===== src/core/drive_start_defines.svh =====
// Purpose: Constants for the drive start sequencer
// Assumes: 200 MHz clock, 16-bit process data words
// Notes:   Command codes are control word bit patterns
`ifndef DRIVE_START_DEFINES_SVH
`define DRIVE_START_DEFINES_SVH

// ----------------------------------------------------------------
// Process data
// ----------------------------------------------------------------
`define PD_WORDS          6
`define PD_IDX_CONTROL    0
`define PD_IDX_VELOCITY   1
`define PD_IDX_STATUS     0

// ----------------------------------------------------------------
// Control word bits
// ----------------------------------------------------------------
`define CW_SWITCH_ON      0
`define CW_ENABLE_VOLT    1
`define CW_QUICK_STOP_N   2
`define CW_ENABLE_OP      3
`define CW_FAULT_RESET    7

// ----------------------------------------------------------------
// Status word values
// ----------------------------------------------------------------
`define SW_NOT_READY      16'h0000
`define SW_DISABLED       16'h0040
`define SW_READY          16'h0021
`define SW_VOLT_BIT       16'h0010
`define SW_SWITCHED_ON    16'h0023
`define SW_OP_ENABLED     16'h0027
`define SW_QUICK_STOP     16'h0007
`define SW_FAULT          16'h0008
`define SW_REMOTE_BIT     16'h0200
`define SW_RESET          16'h0000

// ----------------------------------------------------------------
// Timing
// ----------------------------------------------------------------
`define CLK_MHZ           200
`define MAINS_TO_MS       1000
`define MAINS_TO_CYCLES   (`MAINS_TO_MS * 1000 * `CLK_MHZ)
`define TIMER_W           32

`endif


===== src/core/drive_start_pkg.sv =====
// Purpose: Types for the drive start sequencer
// Assumes: No defines are included; the numbers are written here as literals
// Notes:   State codes are binary and fixed
`default_nettype none
package drive_start_pkg;

   typedef enum logic [2:0] {
      ST_NOT_READY  = 3'h0,
      ST_DISABLED   = 3'h1,
      ST_READY      = 3'h2,
      ST_SWITCHED   = 3'h3,
      ST_OP_ENABLED = 3'h4,
      ST_QUICK_STOP = 3'h5,
      ST_FAULT      = 3'h6
   } drive_state_t;

   typedef logic [15:0] pd_word_t;

endpackage
`default_nettype wire


===== src/core/sync2.sv =====
// Purpose: Two-flop synchroniser for one level
// Assumes: Asynchronous input, single clock
// Notes:   First stage read only by second stage
`default_nettype none
module sync2 (
   input  wire logic clk,
   input  wire logic reset,
   input  wire logic async_in,
   output logic      sync_out
);
   logic meta_q;

   always_ff @(posedge clk) begin
      if (reset) begin
         meta_q   <= 1'b0;
         sync_out <= 1'b0;
      end else begin
         meta_q   <= async_in;
         sync_out <= meta_q;
      end
   end
endmodule // sync2
`default_nettype wire


===== src/core/drive_start_sequencer.sv =====
// Purpose: Drive-profile start-up state machine with scanner words
// Assumes: Scanner words come from fieldbus logic on clk
// Notes:   Mains supply and fault event are pins
`include "drive_start_defines.svh"
`default_nettype none

module drive_start_sequencer
   import drive_start_pkg::*;
#(
   parameter int unsigned MAINS_TIMEOUT = `MAINS_TO_CYCLES
) (
   input  wire logic     clk,
   input  wire logic     reset,
   input  wire logic     pd_valid,
   input  wire pd_word_t scanner_output_words [`PD_WORDS],
   input  wire logic     mains_present,
   input  wire logic     contactor_mode,
   input  wire logic     fault_event,
   output pd_word_t      scanner_input_words [`PD_WORDS],
   output logic          mains_contactor_close,
   output logic          input_contactor_error,
   output logic          freewheel_stop,
   output logic          motor_run,
   output pd_word_t      velocity_ref
);

   // ----------------------------------------------------------------
   // Pin synchronisers
   // ----------------------------------------------------------------
   logic supply_s;
   logic fault_s;

   sync2 u_sync_supply (
      .clk      (clk),
      .reset    (reset),
      .async_in (mains_present),
      .sync_out (supply_s)
   );

   sync2 u_sync_fault (
      .clk      (clk),
      .reset    (reset),
      .async_in (fault_event),
      .sync_out (fault_s)
   );

   // ----------------------------------------------------------------
   // Command decode
   // ----------------------------------------------------------------
   pd_word_t control_word_out;
   pd_word_t target_velocity_out;
   pd_word_t cw_q;
   logic     fr_prev_q;
   logic     fr_rise;
   logic     cmd_disable;
   logic     cmd_quick;
   logic     cmd_shutdown;
   logic     cmd_switch_on;
   logic     cmd_enable;

   assign control_word_out    = scanner_output_words[`PD_IDX_CONTROL];
   assign target_velocity_out = scanner_output_words[`PD_IDX_VELOCITY];

   // Hold last valid control word between cycles
   always_ff @(posedge clk) begin
      if (reset) begin
         cw_q <= 16'h0000;
      end else if (pd_valid) begin
         cw_q <= control_word_out;
      end
   end

   always_ff @(posedge clk) begin
      if (reset) begin
         fr_prev_q <= 1'b0;
      end else begin
         fr_prev_q <= cw_q[`CW_FAULT_RESET];
      end
   end

   assign fr_rise       = cw_q[`CW_FAULT_RESET] & ~fr_prev_q;
   assign cmd_disable   = ~cw_q[`CW_ENABLE_VOLT];
   assign cmd_quick     = cw_q[`CW_ENABLE_VOLT] & ~cw_q[`CW_QUICK_STOP_N];
   assign cmd_shutdown  = cw_q[`CW_ENABLE_VOLT] & cw_q[`CW_QUICK_STOP_N]
                          & ~cw_q[`CW_SWITCH_ON];
   assign cmd_switch_on = cw_q[`CW_ENABLE_VOLT] & cw_q[`CW_QUICK_STOP_N]
                          & cw_q[`CW_SWITCH_ON] & ~cw_q[`CW_ENABLE_OP];
   assign cmd_enable    = cw_q[`CW_ENABLE_VOLT] & cw_q[`CW_QUICK_STOP_N]
                          & cw_q[`CW_SWITCH_ON] & cw_q[`CW_ENABLE_OP];

   // ----------------------------------------------------------------
   // Mains timeout
   // ----------------------------------------------------------------
   drive_state_t              state_q;
   logic [`TIMER_W-1:0]       mains_cnt_q;
   logic                      timeout_hit;

   assign timeout_hit = (mains_cnt_q >= (`TIMER_W)'(MAINS_TIMEOUT));

   always_ff @(posedge clk) begin
      if (reset) begin
         mains_cnt_q <= '0;
      end else if (state_q == ST_SWITCHED && !supply_s) begin
         if (!timeout_hit) begin
            mains_cnt_q <= mains_cnt_q + 1'b1;
         end
      end else begin
         mains_cnt_q <= '0;
      end
   end

   // ----------------------------------------------------------------
   // Operating state machine
   // ----------------------------------------------------------------
   drive_state_t state_d;

   always_comb begin
      state_d = state_q;
      unique case (state_q)
         ST_NOT_READY: begin
            state_d = ST_DISABLED;
         end
         ST_DISABLED: begin
            if (cmd_shutdown) begin
               state_d = ST_READY;
            end
         end
         ST_READY: begin
            if (cmd_disable || cmd_quick) begin
               state_d = ST_DISABLED;
            end else if (cmd_enable && supply_s) begin
               state_d = ST_OP_ENABLED;
            end else if (cmd_switch_on || cmd_enable) begin
               state_d = ST_SWITCHED;
            end
         end
         ST_SWITCHED: begin
            if (cmd_disable || cmd_quick) begin
               state_d = ST_DISABLED;
            end else if (cmd_shutdown) begin
               state_d = ST_READY;
            end else if (timeout_hit) begin
               state_d = ST_FAULT;
            end else if (cmd_enable && supply_s) begin
               state_d = ST_OP_ENABLED;
            end
         end
         ST_OP_ENABLED: begin
            if (cmd_disable) begin
               state_d = ST_DISABLED;
            end else if (cmd_quick) begin
               state_d = ST_QUICK_STOP;
            end else if (cmd_shutdown) begin
               state_d = ST_READY;
            end else if (cmd_switch_on) begin
               state_d = ST_SWITCHED;
            end
         end
         ST_QUICK_STOP: begin
            if (cmd_disable) begin
               state_d = ST_DISABLED;
            end
         end
         ST_FAULT: begin
            if (fr_rise) begin
               state_d = ST_DISABLED;
            end
         end
         default: begin
            state_d = ST_FAULT;
         end
      endcase
      // External fault wins over any command
      if (fault_s && state_q != ST_NOT_READY) begin
         state_d = ST_FAULT;
      end
   end

   always_ff @(posedge clk) begin
      if (reset) begin
         state_q <= ST_NOT_READY;
      end else begin
         state_q <= state_d;
      end
   end

   // ----------------------------------------------------------------
   // Contactor, error and stop flags
   // ----------------------------------------------------------------
   always_ff @(posedge clk) begin
      if (reset) begin
         mains_contactor_close <= 1'b0;
      end else begin
         // Open again on any return below switched on
         mains_contactor_close <= contactor_mode
            && (state_d == ST_SWITCHED || state_d == ST_OP_ENABLED
                || state_d == ST_QUICK_STOP);
      end
   end

   // Sticky until fault reset; set wins over clear
   always_ff @(posedge clk) begin
      if (reset) begin
         input_contactor_error <= 1'b0;
      end else if (state_q == ST_SWITCHED && state_d == ST_FAULT
                   && timeout_hit) begin
         input_contactor_error <= 1'b1;
      end else if (state_q == ST_FAULT && fr_rise) begin
         input_contactor_error <= 1'b0;
      end
   end

   always_ff @(posedge clk) begin
      if (reset) begin
         freewheel_stop <= 1'b1;
      end else if (state_d == ST_DISABLED) begin
         freewheel_stop <= 1'b1;
      end else if (state_d != ST_NOT_READY) begin
         freewheel_stop <= 1'b0;
      end
   end

   // Zero reference gives no motion
   always_ff @(posedge clk) begin
      if (reset) begin
         motor_run    <= 1'b0;
         velocity_ref <= 16'h0000;
      end else begin
         motor_run    <= (state_d == ST_OP_ENABLED)
                         && (target_velocity_out != 16'h0000);
         velocity_ref <= (state_d == ST_OP_ENABLED) ?
                         target_velocity_out : 16'h0000;
      end
   end

   // ----------------------------------------------------------------
   // Status word
   // ----------------------------------------------------------------
   pd_word_t status_d;

   always_comb begin
      unique case (state_d)
         ST_NOT_READY:  status_d = `SW_NOT_READY;
         ST_DISABLED:   status_d = `SW_DISABLED;
         ST_READY:      status_d = supply_s ?
                           (`SW_READY | `SW_VOLT_BIT) : `SW_READY;
         ST_SWITCHED:   status_d = `SW_SWITCHED_ON | `SW_VOLT_BIT;
         ST_OP_ENABLED: status_d = `SW_OP_ENABLED | `SW_VOLT_BIT;
         ST_QUICK_STOP: status_d = `SW_QUICK_STOP | `SW_VOLT_BIT;
         ST_FAULT:      status_d = `SW_FAULT;
         default:       status_d = `SW_FAULT;
      endcase
   end

   always_ff @(posedge clk) begin
      if (reset) begin
         for (int i = 0; i < `PD_WORDS; i++) begin
            scanner_input_words[i] <= `SW_RESET;
         end
      end else begin
         // Only the status word is defined; others read zero
         for (int i = 0; i < `PD_WORDS; i++) begin
            scanner_input_words[i] <= 16'h0000;
         end
         scanner_input_words[`PD_IDX_STATUS] <= status_d
                                                | `SW_REMOTE_BIT;
      end
   end

endmodule // drive_start_sequencer
`default_nettype wire


===== config.mk =====
export PLATFORM = sky130hd
export DESIGN_NAME = drive_start_sequencer
export DESIGN_NICKNAME = d
export VERILOG_FILES = /design/src/core/drive_start_pkg.sv /design/src/core/sync2.sv /design/src/core/drive_start_sequencer.sv
export VERILOG_INCLUDE_DIRS = /design/src /design/src/core
export SDC_FILE = /design/constraint.sdc
export NUM_CORES = 1
export LEC_CHECK = 0
export ABC_AREA = 1
export BUFFER_PORTS_ARGS = -buffer_cell sky130_fd_sc_hd__buf_2
export CELL_PAD_IN_SITES_DETAIL_PLACEMENT = 1
export CELL_PAD_IN_SITES_GLOBAL_PLACEMENT = 1
export CORE_ASPECT_RATIO = 2
export CORE_MARGIN = 3
export CORE_UTILIZATION = 31
export CTS_CLUSTER_DIAMETER = 120
export DETAILED_ROUTE_END_ITERATION = 12
export PLACE_DENSITY = 0.8
export SLEW_MARGIN = 25
export SYNTH_ARGS = -nofsm -noshare
export SYNTH_HDL_FRONTEND = slang
export SYNTH_SLANG_ARGS = --single-unit

===== constraint.sdc =====
create_clock -name clk -period 1.9 [get_ports clk]
set_input_delay 0.19 -clock clk [delete_from_list [all_inputs] [get_ports clk]]
set_output_delay 0.19 -clock clk [all_outputs]
set_load 0.02 [all_outputs]

==> key figures, run 1 <==
Outcome
  • Outcome: completed

Placement
  • Buffers on Ports: 54
  • RePlAce Congestion: 0.8764
  • Place WS: -0.1700 ns
  • Placed Area: 4438 sq um
  • HPWL after DPL: 9114 um

Die
  • IO Pins: 218
  • Die width: 86.61 um
  • Die footprint: 14,480 sq um
  • Initial core utilization: 31.91%
  • Std cell rows: 58
  • DIE HEIGHT: 167.2 um
  • Core ar.: 12,630 sq um

Global route
  • Tot GR Track Use: 15.72%
  • GR Overflow Total: 0
  • Vias in the first global route: 4,060
  • Initial antenna violation count: 0
  • Largest net degree at the start of global routing: 22
  • Global-route wire length before repair: 18,110 um

Min path
  • Hold EP: u_sync_supply.meta_q$_SDFF_PP0_
  • Hold WC Path Type: in2reg
  • Hold Crit Start: mains_present
  • Hold-critical path depth: 3

Setup path
  • Worst reg2reg path startpoint: state_q[0]$_SDFF_PP0_
  • CP startpoint kind: flip-flop
  • Max stage delay cell, worst path: dfxtp_4
  • Req. time, crit path: 2.17 ns
  • Reg-to-reg endpoint: velocity_ref[7]$_SDFF_PP0_
  • CP Data Arrival Time: 2.13 ns
  • Critical path's top delay family: simple AND/OR/NAND/NOR gates
  • Flop-to-flop setup slack: 0.04 ns
  • CP max FO: 6
  • Worst path max stage delay: 0.40 ns
  • Critical path capture point type: flip-flop
  • Crit path kind: reg2reg
  • Worst path cell trace: inv_2 -> nor2_1 -> nand2_1 -> nor2_1 -> nor2_2 -> nand2_2 -> nor2_4 -> nand2_4 -> inv_4 -> nor3_4 -> nand2_4 -> clkbuf_16 -> nor2_4
  • R2R depth: 13
  • Buf+Inv Stages, Crit Path: 3

Finish
  • Fin nets: 755
  • Fillers: 1,599
  • Non-Filler Cell Area, Final: 5062 sq um
  • Fraction of layout instances using a drive strength above 1: 35.52%
  • Area occupied by multi-input gates: 2105 sq um
  • # diodes: 0
  • Register area: 1493 sq um
  • Syn-to-layout area delta: 25.65%

STA
  • Final setup violation count: 0
  • Setup ws final: 0.03926 ns
  • RSZ-0062 raised after global routing: true
  • Final Max Slew Viols: 0
  • Final Hold Fails: 0
  • Tcrit/Tclk final: 97.93%
  • Clock skew: 0.006852 ns
  • Fmax: 537.4 MHz
  • Final min period: 1.861 ns

Clock tree
  • CTS Hold Bufs: 0
  • CTS tree: built
  • Clock buffer count from CTS: 9
  • Worst-Skew Late Latency: 0.33 ns
  • CTS Root Cell: clkbuf_16
  • CTS clk-pin slew, worst paths: 0.06 ns
  • Sink Count: 73
  • H-tree levels: 3
  • Clock Tree Buf Depth: 2

Yosys
  • Cells after Synth: 544
  • Mapped Avg Cell Area: 7.406 sq um
  • Register bit count reported by yosys: 73
  • Register area share after synthesis: 36.27%
  • Yosys cell types: 35
  • Syn. warnings: 0
  • Synth Cell Area: 4029 sq um

Power
  • Peak supply drop: 518.7 uV
  • LEAKAGE: 2.366 nW
  • Power per cell area: 716.3 nW/um^2

Drt
  • Via/cell ratio: 4.553
  • DR iter-0 viols: 127
  • Antenna Violating Nets Remaining: 0
  • DRC: 0
  • Final wirelength: 11,810 um
  • Initial DRT Pass Iterations: 4
  • Vias: 3,670
  • Drt wl/cell: 14.66 um

Run
  • Max-cap viol count: 0
worst min-delay path, stage by stage:
cell and delay [ns]:
buf_2 0.10, inv_1 0.04, nor2_1 0.03
per-layer routing:
metal	vias up	track usage [%]	wire, um	share of wire [%]
met4	0	12.08	844	7.1
met1	1711	11.91	3422	29
met2	157	31.42	6873	58
li1	1753	-	-	-
met5	-	0	0	0
met3	49	3.447	673	5.7
layout make-up:
class | instances | area share [%]
flip-flops and latches | 73 | 29.49
clock buffers | 11 | 4.597
inverters | 79 | 5.956
well taps | 150 | 3.707
clock inverters | 5 | 1.112
multi-input cells | 384 | 41.57
repair buffers | 104 | 13.57
timing repair:
action                                  in CTS  in global routing
pin swaps                                    4                 15
gates resized for setup                     15                 80
endpoints found under the setup margin      32                 36
cloned                                       0                  1
setup buffers                                1                  6
cells in the mapped netlist (all sizes together):
library cell,number,area [sq um]
a21oi,31,158.9
nand4,14,87.58
nand2,87,359.1
clkinv,1,5.000
nor2,73,371.6
nor3b,2,15.01
o21ai,19,95.09
nand3,19,105.1
a221oi,1,8.760
inv,78,295.3
o211ai,1,7.510
a31oi,1,6.260
dfxtp,73,1461
clkbuf,5,18.77
buf,90,684.4
o21a,3,22.52
xor2,9,78.83
o21bai,1,7.510
ha,2,25.02
nor3,26,167.7
conb,1,3.750
nor4,7,43.79
power by group:
group / total, mW / internal, mW / switching, mW
Sequential: 1.58 / 1.56 / 0.0218
Combinational: 0.385 / 0.0838 / 0.301
Clock: 1.66 / 1.01 / 0.643
Total: 3.63 / 2.66 / 0.967
cells by family (layout without fill, tap and decap cells):
logic type                 after synthesis  after routing  share of synthesized area (%)
adders and majority gates                2              2                         0.6210
DFF                                     73             73                          36.27
AOI/OAI and AO/OA                       57             57                          7.609
and+or+nand+nor                        228            228                          28.54
other                                    1             88                        0.09308
buffers and inverters                  174            199                          24.91
xor gates and xnor gates                 9              9                          1.957
cell usage in the layout, fill, tap and decap left out, types with 10 or more instances in the layout:
| cell | n |
|---|---|
| a21oi_1 | 29 |
| buf_2 | 54 |
| buf_4 | 45 |
| clkbuf_16 | 10 |
| conb_1 | 88 |
| dfxtp_1 | 54 |
| dfxtp_2 | 16 |
| inv_1 | 59 |
| inv_2 | 18 |
| nand2_1 | 66 |
| nand2_2 | 17 |
| nand3_1 | 11 |
| nand4_1 | 14 |
| nor2_1 | 40 |
| nor2_2 | 16 |
| nor2_4 | 17 |
| nor3_1 | 15 |
| o21ai_0 | 16 |
worst max path at each step:
stage / endpoint / slack, ns / depth (start not counted) / from
after global placement: mains_cnt_q[9]$_SDFFE_PP0N_ / -0.1 / 10 / mains_cnt_q[11]$_SDFFE_PP0N_
final: velocity_ref[7]$_SDFF_PP0_ / 0.04 / 13 / state_q[0]$_SDFF_PP0_
after global routing: motor_run$_SDFF_PP0_ / -0.1 / 13 / state_q[2]$_SDFF_PP0_
after CTS: motor_run$_SDFF_PP0_ / -0.009 / 9 / state_q[0]$_SDFF_PP0_
after floorplan: motor_run$_SDFF_PP0_ / 0.27 / 14 / mains_cnt_q[19]$_SDFFE_PP0N_
after detailed placement: mains_cnt_q[9]$_SDFFE_PP0N_ / -0.17 / 10 / mains_cnt_q[11]$_SDFFE_PP0N_
flip-flops by register name (all words and copies together), names as in the netlist, 3 cells and up:
register,count
velocity_ref,16
state_q,3
scanner_input_words,8
cw_q,5
mains_cnt_q,32
per-stage QoR:
stage                     hold WS (ns)  instances  setup TNS (ns)  utilization [%]  total power, mW
after floorplan                 0.2591        631               0                -            2.018
after global placement          0.3939        782         -0.4796            35.15            1.962
after detailed placement        0.4106        782          -1.882            35.15            1.973
after CTS                      0.06177        799        -0.02025            37.92            3.632
after global routing           0.06958        806          -1.030            40.09            3.766
final                          0.06742        806               0            40.09            3.626
Note: power is estimated with default switching activity, not from simulation.
==> inputs of run 2 (changes only) <==
--- a/config.mk
+++ b/config.mk
@@ -6,17 +6,17 @@
 export SDC_FILE = /design/constraint.sdc
 export NUM_CORES = 1
 export LEC_CHECK = 0
-export ABC_AREA = 1
 export BUFFER_PORTS_ARGS = -buffer_cell sky130_fd_sc_hd__buf_2
 export CELL_PAD_IN_SITES_DETAIL_PLACEMENT = 1
 export CELL_PAD_IN_SITES_GLOBAL_PLACEMENT = 1
 export CORE_ASPECT_RATIO = 2
 export CORE_MARGIN = 3
-export CORE_UTILIZATION = 31
+export CORE_UTILIZATION = 30
 export CTS_CLUSTER_DIAMETER = 120
 export DETAILED_ROUTE_END_ITERATION = 12
-export PLACE_DENSITY = 0.8
+export PLACE_DENSITY = 0.78
 export SLEW_MARGIN = 25
 export SYNTH_ARGS = -nofsm -noshare
 export SYNTH_HDL_FRONTEND = slang
 export SYNTH_SLANG_ARGS = --single-unit
+export TNS_END_PERCENT = 20
==> constraint.sdc (replaced) <==
create_clock -name clk -period 2.1 [get_ports clk]
set_input_delay 0.21 -clock clk [delete_from_list [all_inputs] [get_ports clk]]
set_output_delay 0.21 -clock clk [all_outputs]
set_load 0.02 [all_outputs]
==> run 2 against run 1 <==
The flow now finishes with violations (setup timing). Global-route usage is 1.4 points lower. Sequential power is 9% lower. Setup slack worse by 0.18 ns. Largest power group unchanged. Highest routed layer unchanged.
==> key figures, run 2 <==
Yosys
  • Mapped Avg Cell Area: 8.731 sq um (was 7.406 sq um)
  • Top FF cell, synth: dfxtp_1 (unchanged)
  • Syn. warnings: 0 (unchanged)
  • Area leader, netlist: dfxtp_1 (unchanged)
  • Synth async-reset ratio: 0% (unchanged)
  • Synth cell count leaders: buf_4 (88), dfxtp_1 (73), nor2_1 (49) (was buf_4 (88), nand2_1 (80), dfxtp_1 (73))
  • Most numerous cell in the Yosys netlist: buf_4 (unchanged)
  • Post-synth EDFFs: 0 (unchanged)
  • Yosys cell types: 53 (was 35)
  • Cells after Synth: 416 (was 544)
  • Adder-Cell Fraction of Synth Area: 0.6889% (was 0.6211%)
  • Area share of and/or/nand/nor cells after synthesis: 24.84% (was 28.54%)
  • Mux cell area share after synthesis: 1.378% (was 0%)
  • Largest family of logic cells by synthesized area: simple AND/OR/NAND/NOR gates (unchanged)
  • Post-synth top area share: 40.23% (was 36.27%)
  • Post-Synth XOR/XNOR Area: 6.269% (was 1.957%)
  • Register bit count reported by yosys: 73 (unchanged)
  • Synth Cell Area: 3632 sq um (was 4029 sq um)
  • Top cells by area, synth: dfxtp_1 (40%), buf_4 (18%), nor2_1 (5.1%), and2_1 (4.0%), xor2_1 (3.6%) (was dfxtp_1 (36%), buf_4 (16%), nand2_1 (7.5%), inv_1 (6.5%), nor2_1 (5.2%))
  • Compound-cell area share of the yosys netlist: 5.787% (was 7.609%)
  • Register area share after synthesis: 40.23% (was 36.27%)

Placement
  • RePlAce Congestion: 0.8699 (was 0.8764)
  • Buffers on Ports: 54 (unchanged)
  • HPWL after DPL: 7078 um (was 9114 um)

Drt
  • Vias: 3,017 (was 3,670)
  • Final wirelength: 9685 um (was 11,810 um)
  • Drt wl/cell: 14.43 um (was 14.66 um)
  • DR iter-0 viols: 56 (was 127)
  • DRC: 0 (unchanged)
  • Via/cell ratio: 4.496 (was 4.553)
  • Initial DRT Pass Iterations: 4 (unchanged)
  • Antenna Violating Nets Remaining: 0 (unchanged)

Global route
  • Vias in the first global route: 3,312 (was 4,060)
  • GR Overflow Total: 0 (unchanged)
  • Initial antenna violation count: 0 (unchanged)
  • Largest net degree at the start of global routing: 29 (was 22)
  • Tot GR Track Use: 14.30% (was 15.72%)
  • Global-route wire length before repair: 15,590 um (was 18,110 um)

STA
  • RSZ-0062 raised after global routing: true (unchanged)
  • Final min period: 2.244 ns (was 1.861 ns)
  • Fmax: 445.6 MHz (was 537.4 MHz)
  • Final setup violation count: 37 (was 0)
  • Setup ws final: -0.1443 ns (was 0.03926 ns)
  • Clock skew: 0.008062 ns (was 0.006852 ns)
  • Final Max Slew Viols: 0 (unchanged)
  • Hold slack: 0.09431 ns (was 0.06742 ns)
  • Tcrit/Tclk final: 106.9% (was 97.93%)
  • Final Hold Fails: 0 (unchanged)

Finish
  • Commonest non-fill, non-tap cell in the layout: conb_1 (unchanged)
  • Max FFs per register: 32 (unchanged)
  • Fraction of layout instances using a drive strength above 1: 30.99% (was 35.52%)
  • Syn-to-layout area delta: 27.56% (was 25.65%)
  • Biggest register: mains_cnt_q (unchanged)
  • Commonest cells after routing, fill and taps aside: conb_1 (88), dfxtp_1 (67), buf_2 (54), buf_4 (50), nor2_1 (47) (was conb_1 (88), nand2_1 (66), inv_1 (59), dfxtp_1 (54), buf_2 (54))
  • Top Registers: mains_cnt_q x32, velocity_ref x16, scanner_input_words x8 (unchanged)
  • # diodes: 0 (unchanged)
  • Fin nets: 625 (was 755)

Clock tree
  • H-tree levels: 3 (unchanged)
  • CTS tree: built (unchanged)
  • Worst-Skew Late Latency: 0.34 ns (was 0.33 ns)
  • CTS Root Cell: clkbuf_16 (unchanged)
  • CTS clk-pin slew, worst paths: 0.06 ns (about the same)
  • Sink Count: 73 (unchanged)
  • Clock buffer count from CTS: 9 (unchanged)
  • Clock Tree Buf Depth: 2 (unchanged)

Die
  • Std cell rows: 56 (was 58)
  • Die footprint: 13,540 sq um (was 14,480 sq um)
  • Die width: 83.81 um (was 86.61 um)
  • Initial core utilization: 30.86% (was 31.91%)
  • Core ar.: 11,770 sq um (was 12,630 sq um)
  • IO Pins: 218 (unchanged)
  • DIE HEIGHT: 161.6 um (was 167.2 um)

Power
  • Tot Pwr: 3.642 mW (was 3.626 mW)
  • Switching power: 0.8546 mW (was 0.9665 mW)
  • Int Power: 2.788 mW (was 2.660 mW)
  • Power per cell area: 786.1 nW/um^2 (was 716.3 nW/um^2)
  • Combinational share of power: 9.0% (was 10.6%)
  • Switching share of total power: 23.46% (was 26.65%)
  • Peak supply drop: 561.1 uV (was 518.7 uV)
  • Reg power frac: 39.2% (was 43.7%)
  • LEAKAGE: 2.020 nW (was 2.366 nW)
  • Clk pwr share: 51.8% (was 45.7%)

Min path
  • Hold WC Path Type: in2reg (unchanged)

Setup path
  • CP startpoint kind: flip-flop (unchanged)
  • Req. time, crit path: 2.37 ns (was 2.17 ns)
  • CP Data Arrival Time: 2.52 ns (was 2.13 ns)
  • CP max FO: 4 (was 6)
  • Critical path capture point type: flip-flop (unchanged)
  • Crit path kind: reg2reg (unchanged)

Outcome
  • Outcome: finished with violations (was completed)
  • Failing checks: setup timing

Run
  • Max-cap viol count: 0 (unchanged)
==> run 2: cell types whose count changed after synthesis, sizes merged, moves of 11 or more <==
cell   change
nor3      -16
inv       -69
and2      +23
nand3     -11
o21ai     -15
a21oi     -16
nand2     -66
xnor2     +11
nor2      -24
==> run 2: worst paths after layout <==
check | from | end | slack [ns] | cells past startpoint
setup / recovery | mains_cnt_q[18]$_SDFFE_PP0N_ | scanner_input_words[85]$_SDFF_PP0_ | -0.14 | 7
hold / removal | scanner_output_words[77] | velocity_ref[13]$_SDFF_PP0_ | 0.09 | 2
setup reg to reg | mains_cnt_q[18]$_SDFFE_PP0N_ | scanner_input_words[85]$_SDFF_PP0_ | -0.14 | 7
hold reg to reg | input_contactor_error$_SDFFE_PP0P_ | input_contactor_error$_SDFFE_PP0P_ | 0.45 | 2
==> run 2: cells by family (layout without fill, tap and decap cells) <==
family | after synthesis | in the layout
AOI/OAI and AO/OA | 32 | 32
xor gates and xnor gates | 26 | 26
adders and majority gates | 2 | 2
buffers and inverters | 110 | 133
DFF | 73 | 73
muxes | 5 | 5
other | 1 | 88
and+or+nand+nor | 167 | 167
==> run 2: area by class of cell <==
cell class              instances  area, sq um
flip-flops and latches         73         1469
inverters                       9        33.78
clock inverters                 6        137.6
well taps                     145        181.4
multi-input cells             320         1883
clock buffers                  10        229.0
repair buffers                108        699.4
fillers                      1399         7138
==> run 2: metrics by stage <==
stage | worst slack, ns | instance area, sq um | util, % | cells | setup TNS (ns)
floorplan | -0.1413 | 4006 | - | 503 | -2.455
global placement | -0.2409 | 4126 | 35.06 | 653 | -4.882
detailed placement | -0.2334 | 4126 | 35.06 | 653 | -5.756
CTS | -0.2009 | 4584 | 38.95 | 670 | -5.665
global route | -0.2053 | 4633 | 39.36 | 671 | -6.797
finish | -0.1443 | 4633 | 39.36 | 671 | -3.093
==> run 2: layer usage <==
layer  routed length, um  part of all wire (%)  vias to the layer above  track usage (%)
li1                    -                     -                     1414                -
met1                3104                    32                     1442            12.76
met2                5653                    58                      136            29.12
met3                 591                   6.1                       25            2.910
met4                 335                   3.5                        0            7.028
met5                   0                     0                        -                0
==> run 2: power by group through the flow <==
stage	Combinational [mW]	Sequential (mW)	Clock, mW
global placement	0.304	1.46	0
global route	0.354	1.43	1.98
detailed placement	0.310	1.46	0
CTS	0.322	1.43	1.92
finish	0.329	1.43	1.89
floorplan	0.341	1.46	0
==> run 2: repair_timing <==
item | in CTS | in global routing
resized for setup | 24 | 7
hold buffers | 0 | 0
setup endpoints to repair | 45 | 52
buffers inserted | 1 | 1
pin swaps | 9 | 6
==> run 2: critical path: stages (launching register included) <==
cell and delay (ns):
dfxtp_2 0.32, or3b_1 0.36, or4_4 0.46, o21ai_4 0.16, a21oi_2 0.10, or3_4 0.41
or2_1 0.25, a21oi_2 0.13
==> inputs of run 3 (changes only) <==
--- a/config.mk
+++ b/config.mk
@@ -6,15 +6,15 @@
 export SDC_FILE = /design/constraint.sdc
 export NUM_CORES = 1
 export LEC_CHECK = 0
+export ABC_CLOCK_PERIOD_IN_PS = 2100
 export BUFFER_PORTS_ARGS = -buffer_cell sky130_fd_sc_hd__buf_2
-export CELL_PAD_IN_SITES_DETAIL_PLACEMENT = 1
-export CELL_PAD_IN_SITES_GLOBAL_PLACEMENT = 1
 export CORE_ASPECT_RATIO = 2
 export CORE_MARGIN = 3
-export CORE_UTILIZATION = 30
+export CORE_UTILIZATION = 44
 export CTS_CLUSTER_DIAMETER = 120
 export DETAILED_ROUTE_END_ITERATION = 12
-export PLACE_DENSITY = 0.78
+export HOLD_SLACK_MARGIN = 0.12
+export PLACE_DENSITY = 0.79
 export SLEW_MARGIN = 25
 export SYNTH_ARGS = -nofsm -noshare
 export SYNTH_HDL_FRONTEND = slang
==> run 3 against run 2 <==
Largest cell class unchanged. Hold slack improved by 0.042 ns. Largest power group unchanged. Cell area rose by 1.8%. Non-clock buffer count is 18 higher. Routed wire length fell by 6.3%. Sequential cell count unchanged. Critical path type unchanged. Die area decreased by 30%. Highest routed layer unchanged. The run still ends with setup timing left.
==> key figures, run 3 (same netlist as run 2, synthesis figures left out) <==
STA
  • RSZ-0062 raised after global routing: true (unchanged)
  • Final setup violation count: 43 (was 37)
  • Final min period: 2.325 ns (was 2.244 ns)
  • Tcrit/Tclk final: 110.7% (was 106.9%)
  • Fmax: 430.1 MHz (was 445.6 MHz)
  • Final Max Slew Viols: 0 (unchanged)
  • Setup ws final: -0.2250 ns (was -0.1443 ns)
  • Clock skew: 0.01019 ns (was 0.008062 ns)
  • Final Hold Fails: 0 (unchanged)

Drt
  • DRC: 0 (unchanged)
  • Final wirelength: 9078 um (was 9685 um)
  • Vias: 3,073 (was 3,017)
  • Antenna Violating Nets Remaining: 0 (unchanged)
  • Drt wl/cell: 14.18 um (was 14.43 um)
  • Initial DRT Pass Iterations: 5 (was 4)
  • Via/cell ratio: 4.802 (was 4.496)
  • DR iter-0 viols: 151 (was 56)

Power
  • Tot Pwr: 3.460 mW (was 3.642 mW)
  • Switching share of total power: 25.24% (was 23.46%)
  • Peak supply drop: 494.2 uV (was 561.1 uV)
  • Reg power frac: 41.2% (was 39.2%)
  • Switching power: 0.8734 mW (was 0.8546 mW)
  • LEAKAGE: 2.034 nW (was 2.020 nW)
  • Combinational share of power: 9.8% (was 9.0%)
  • Clk pwr share: 49.0% (was 51.8%)
  • Power per cell area: 733.6 nW/um^2 (was 786.1 nW/um^2)
  • Int Power: 2.587 mW (was 2.788 mW)

Finish
  • Max FFs per register: 32 (unchanged)
  • Fin nets: 643 (was 625)
  • Commonest cells after routing, fill and taps aside: conb_1 (88), dfxtp_1 (70), buf_2 (54), nor2_1 (47), buf_4 (46) (was conb_1 (88), dfxtp_1 (67), buf_2 (54), buf_4 (50), nor2_1 (47))
  • Commonest non-fill, non-tap cell in the layout: conb_1 (unchanged)
  • Non-Filler Cell Area, Final: 4717 sq um (was 4633 sq um)
  • Syn-to-layout area delta: 29.87% (was 27.56%)
  • Core Util, Final: 58.96% (was 39.36%)
  • Register area: 1465 sq um (was 1469 sq um)
  • Biggest register: mains_cnt_q (unchanged)
  • # diodes: 0 (unchanged)
  • Fillers: 663 (was 1,399)
  • Top Registers: mains_cnt_q x32, velocity_ref x16, scanner_input_words x8 (unchanged)
  • Fraction of layout instances using a drive strength above 1: 29.41% (was 30.99%)
  • Area occupied by multi-input gates: 1881 sq um (was 1883 sq um)

Min path
  • Hold WC Path Type: in2reg (unchanged)

Global route
  • Vias in the first global route: 3,047 (was 3,312)
  • Initial antenna violation count: 0 (unchanged)
  • GR Layer Usage met1: 16.85% (was 12.76%)
  • Global-route wire length before repair: 14,120 um (was 15,590 um)
  • Largest net degree at the start of global routing: 29 (unchanged)
  • Busiest grt layer: met2 (unchanged)
  • GR Overflow Total: 0 (unchanged)
  • GRT met2 Usage: 36.06% (was 29.12%)
  • Tot GR Track Use: 19.01% (was 14.30%)
  • Routing usage on met3: 5.067% (was 2.910%)

Clock tree
  • CTS Root Cell: clkbuf_16 (unchanged)
  • Clock buffer count from CTS: 9 (unchanged)
  • Worst-Skew Late Latency: 0.34 ns (about the same)
  • CTS tree: built (unchanged)
  • H-tree levels: 3 (unchanged)
  • CTS clk-pin slew, worst paths: 0.06 ns (about the same)
  • Clock Tree Buf Depth: 2 (unchanged)
  • Sink Count: 73 (unchanged)

Setup path
  • CP Data Arrival Time: 2.59 ns (was 2.52 ns)
  • Crit path kind: reg2reg (unchanged)
  • CP startpoint kind: flip-flop (unchanged)
  • Req. time, crit path: 2.37 ns (about the same)
  • Critical path capture point type: flip-flop (unchanged)
  • CP max FO: 4 (unchanged)

Die
  • Std cell rows: 46 (was 56)
  • Die footprint: 9447 sq um (was 13,540 sq um)
  • Die width: 70.25 um (was 83.81 um)
  • Initial core utilization: 45.40% (was 30.86%)
  • Core ar.: 8000 sq um (was 11,770 sq um)
  • IO Pins: 218 (unchanged)
  • DIE HEIGHT: 134.5 um (was 161.6 um)

Outcome
  • Failing checks: setup timing (unchanged)
  • Outcome: finished with violations (unchanged)

Placement
  • Placed Area: 4035 sq um (was 4126 sq um)
  • HPWL after DPL: 5992 um (was 7078 um)
  • Buffers on Ports: 54 (unchanged)
  • RePlAce Congestion: 0.8499 (was 0.8699)

Run
  • Max-cap viol count: 0 (unchanged)
==> run 3: changes by cell type in the layout (fill, tap and decap cells not counted), moves of 2 or more <==
cell           previous run  this run
buf_4                    50        46
bufinv_16                 4         2
dfxtp_1                  67        70
dfxtp_2                   6         3
dlygate4sd3_1             0        23
nand2_1                  19        17
nor4_2                    1         3
==> run 3: power groups by stage <==
stage / registers (mW) / logic (mW) / clock network, mW
after floorplan: 1.46 / 0.341 / 0
after global placement: 1.46 / 0.293 / 0
after detailed placement: 1.46 / 0.297 / 0
after CTS: 1.43 / 0.332 / 1.71
after global routing: 1.43 / 0.363 / 1.77
final: 1.43 / 0.339 / 1.69
==> run 3: final timing paths <==
| kind | startpoint | end | slack, ns | depth (start not counted) |
|---|---|---|---|---|
| worst max-delay path | mains_cnt_q[18]$_SDFFE_PP0N_ | scanner_input_words[85]$_SDFF_PP0_ | -0.23 | 7 |
| worst min-delay path | scanner_output_words[83] | cw_q[3]$_SDFFE_PP0P_ | 0.14 | 3 |
| worst max register to register | mains_cnt_q[18]$_SDFFE_PP0N_ | scanner_input_words[85]$_SDFF_PP0_ | -0.23 | 7 |
| worst min register to register | u_sync_fault.meta_q$_SDFF_PP0_ | u_sync_fault.sync_out$_SDFF_PP0_ | 0.44 | 1 |
==> run 3: layout make-up <==
type | count | share of cell area, %
Clock buffer | 10 | 5.066
Sequential cell | 73 | 31.06
Multi-Input combinational cell | 320 | 39.87
Tap cell | 96 | 2.546
Timing Repair Buffer | 126 | 18.83
Clock inverter | 6 | 1.910
Inverter | 9 | 0.7162
==> run 3: repair_timing <==
| action | 4_1_cts | 5_1_grt |
|---|---|---|
| cloned | 0 | 0 |
| setup buffers | 1 | 0 |
| endpoints found under the hold margin | 23 | 0 |
| resized for setup | 14 | 15 |
| hold buffers | 23 | 0 |
| pin swaps | 9 | 8 |
| setup endpoints to repair | 46 | 53 |
==> run 3: metrics by stage <==
stage / setup TNS [ns] / hold slack [ns] / instances / setup slack [ns]
after floorplan: -2.455 / 0.3261 / 503 / -0.1413
final: -5.719 / 0.1361 / 640 / -0.2250
after detailed placement: -4.923 / 0.4342 / 600 / -0.2069
after global placement: -4.914 / 0.4208 / 600 / -0.2043
after global routing: -8.841 / 0.1496 / 640 / -0.2994
after CTS: -4.437 / 0.1217 / 640 / -0.2074
==> run 3: metal layers <==
layer	vias to the layer above	wire length (um)
li1	1452	-
met1	1450	2951
met2	132	5207
met3	39	474
met4	0	446
met5	-	0
==> run 3: worst max-delay path, cell delays in order (launching register included) <==
cell and delay (ns):
dfxtp_2 0.32, or3b_1 0.38, or4_4 0.53, o21ai_4 0.17
a21oi_2 0.10, or3_4 0.39, or2_1 0.23, a21oi_1 0.13
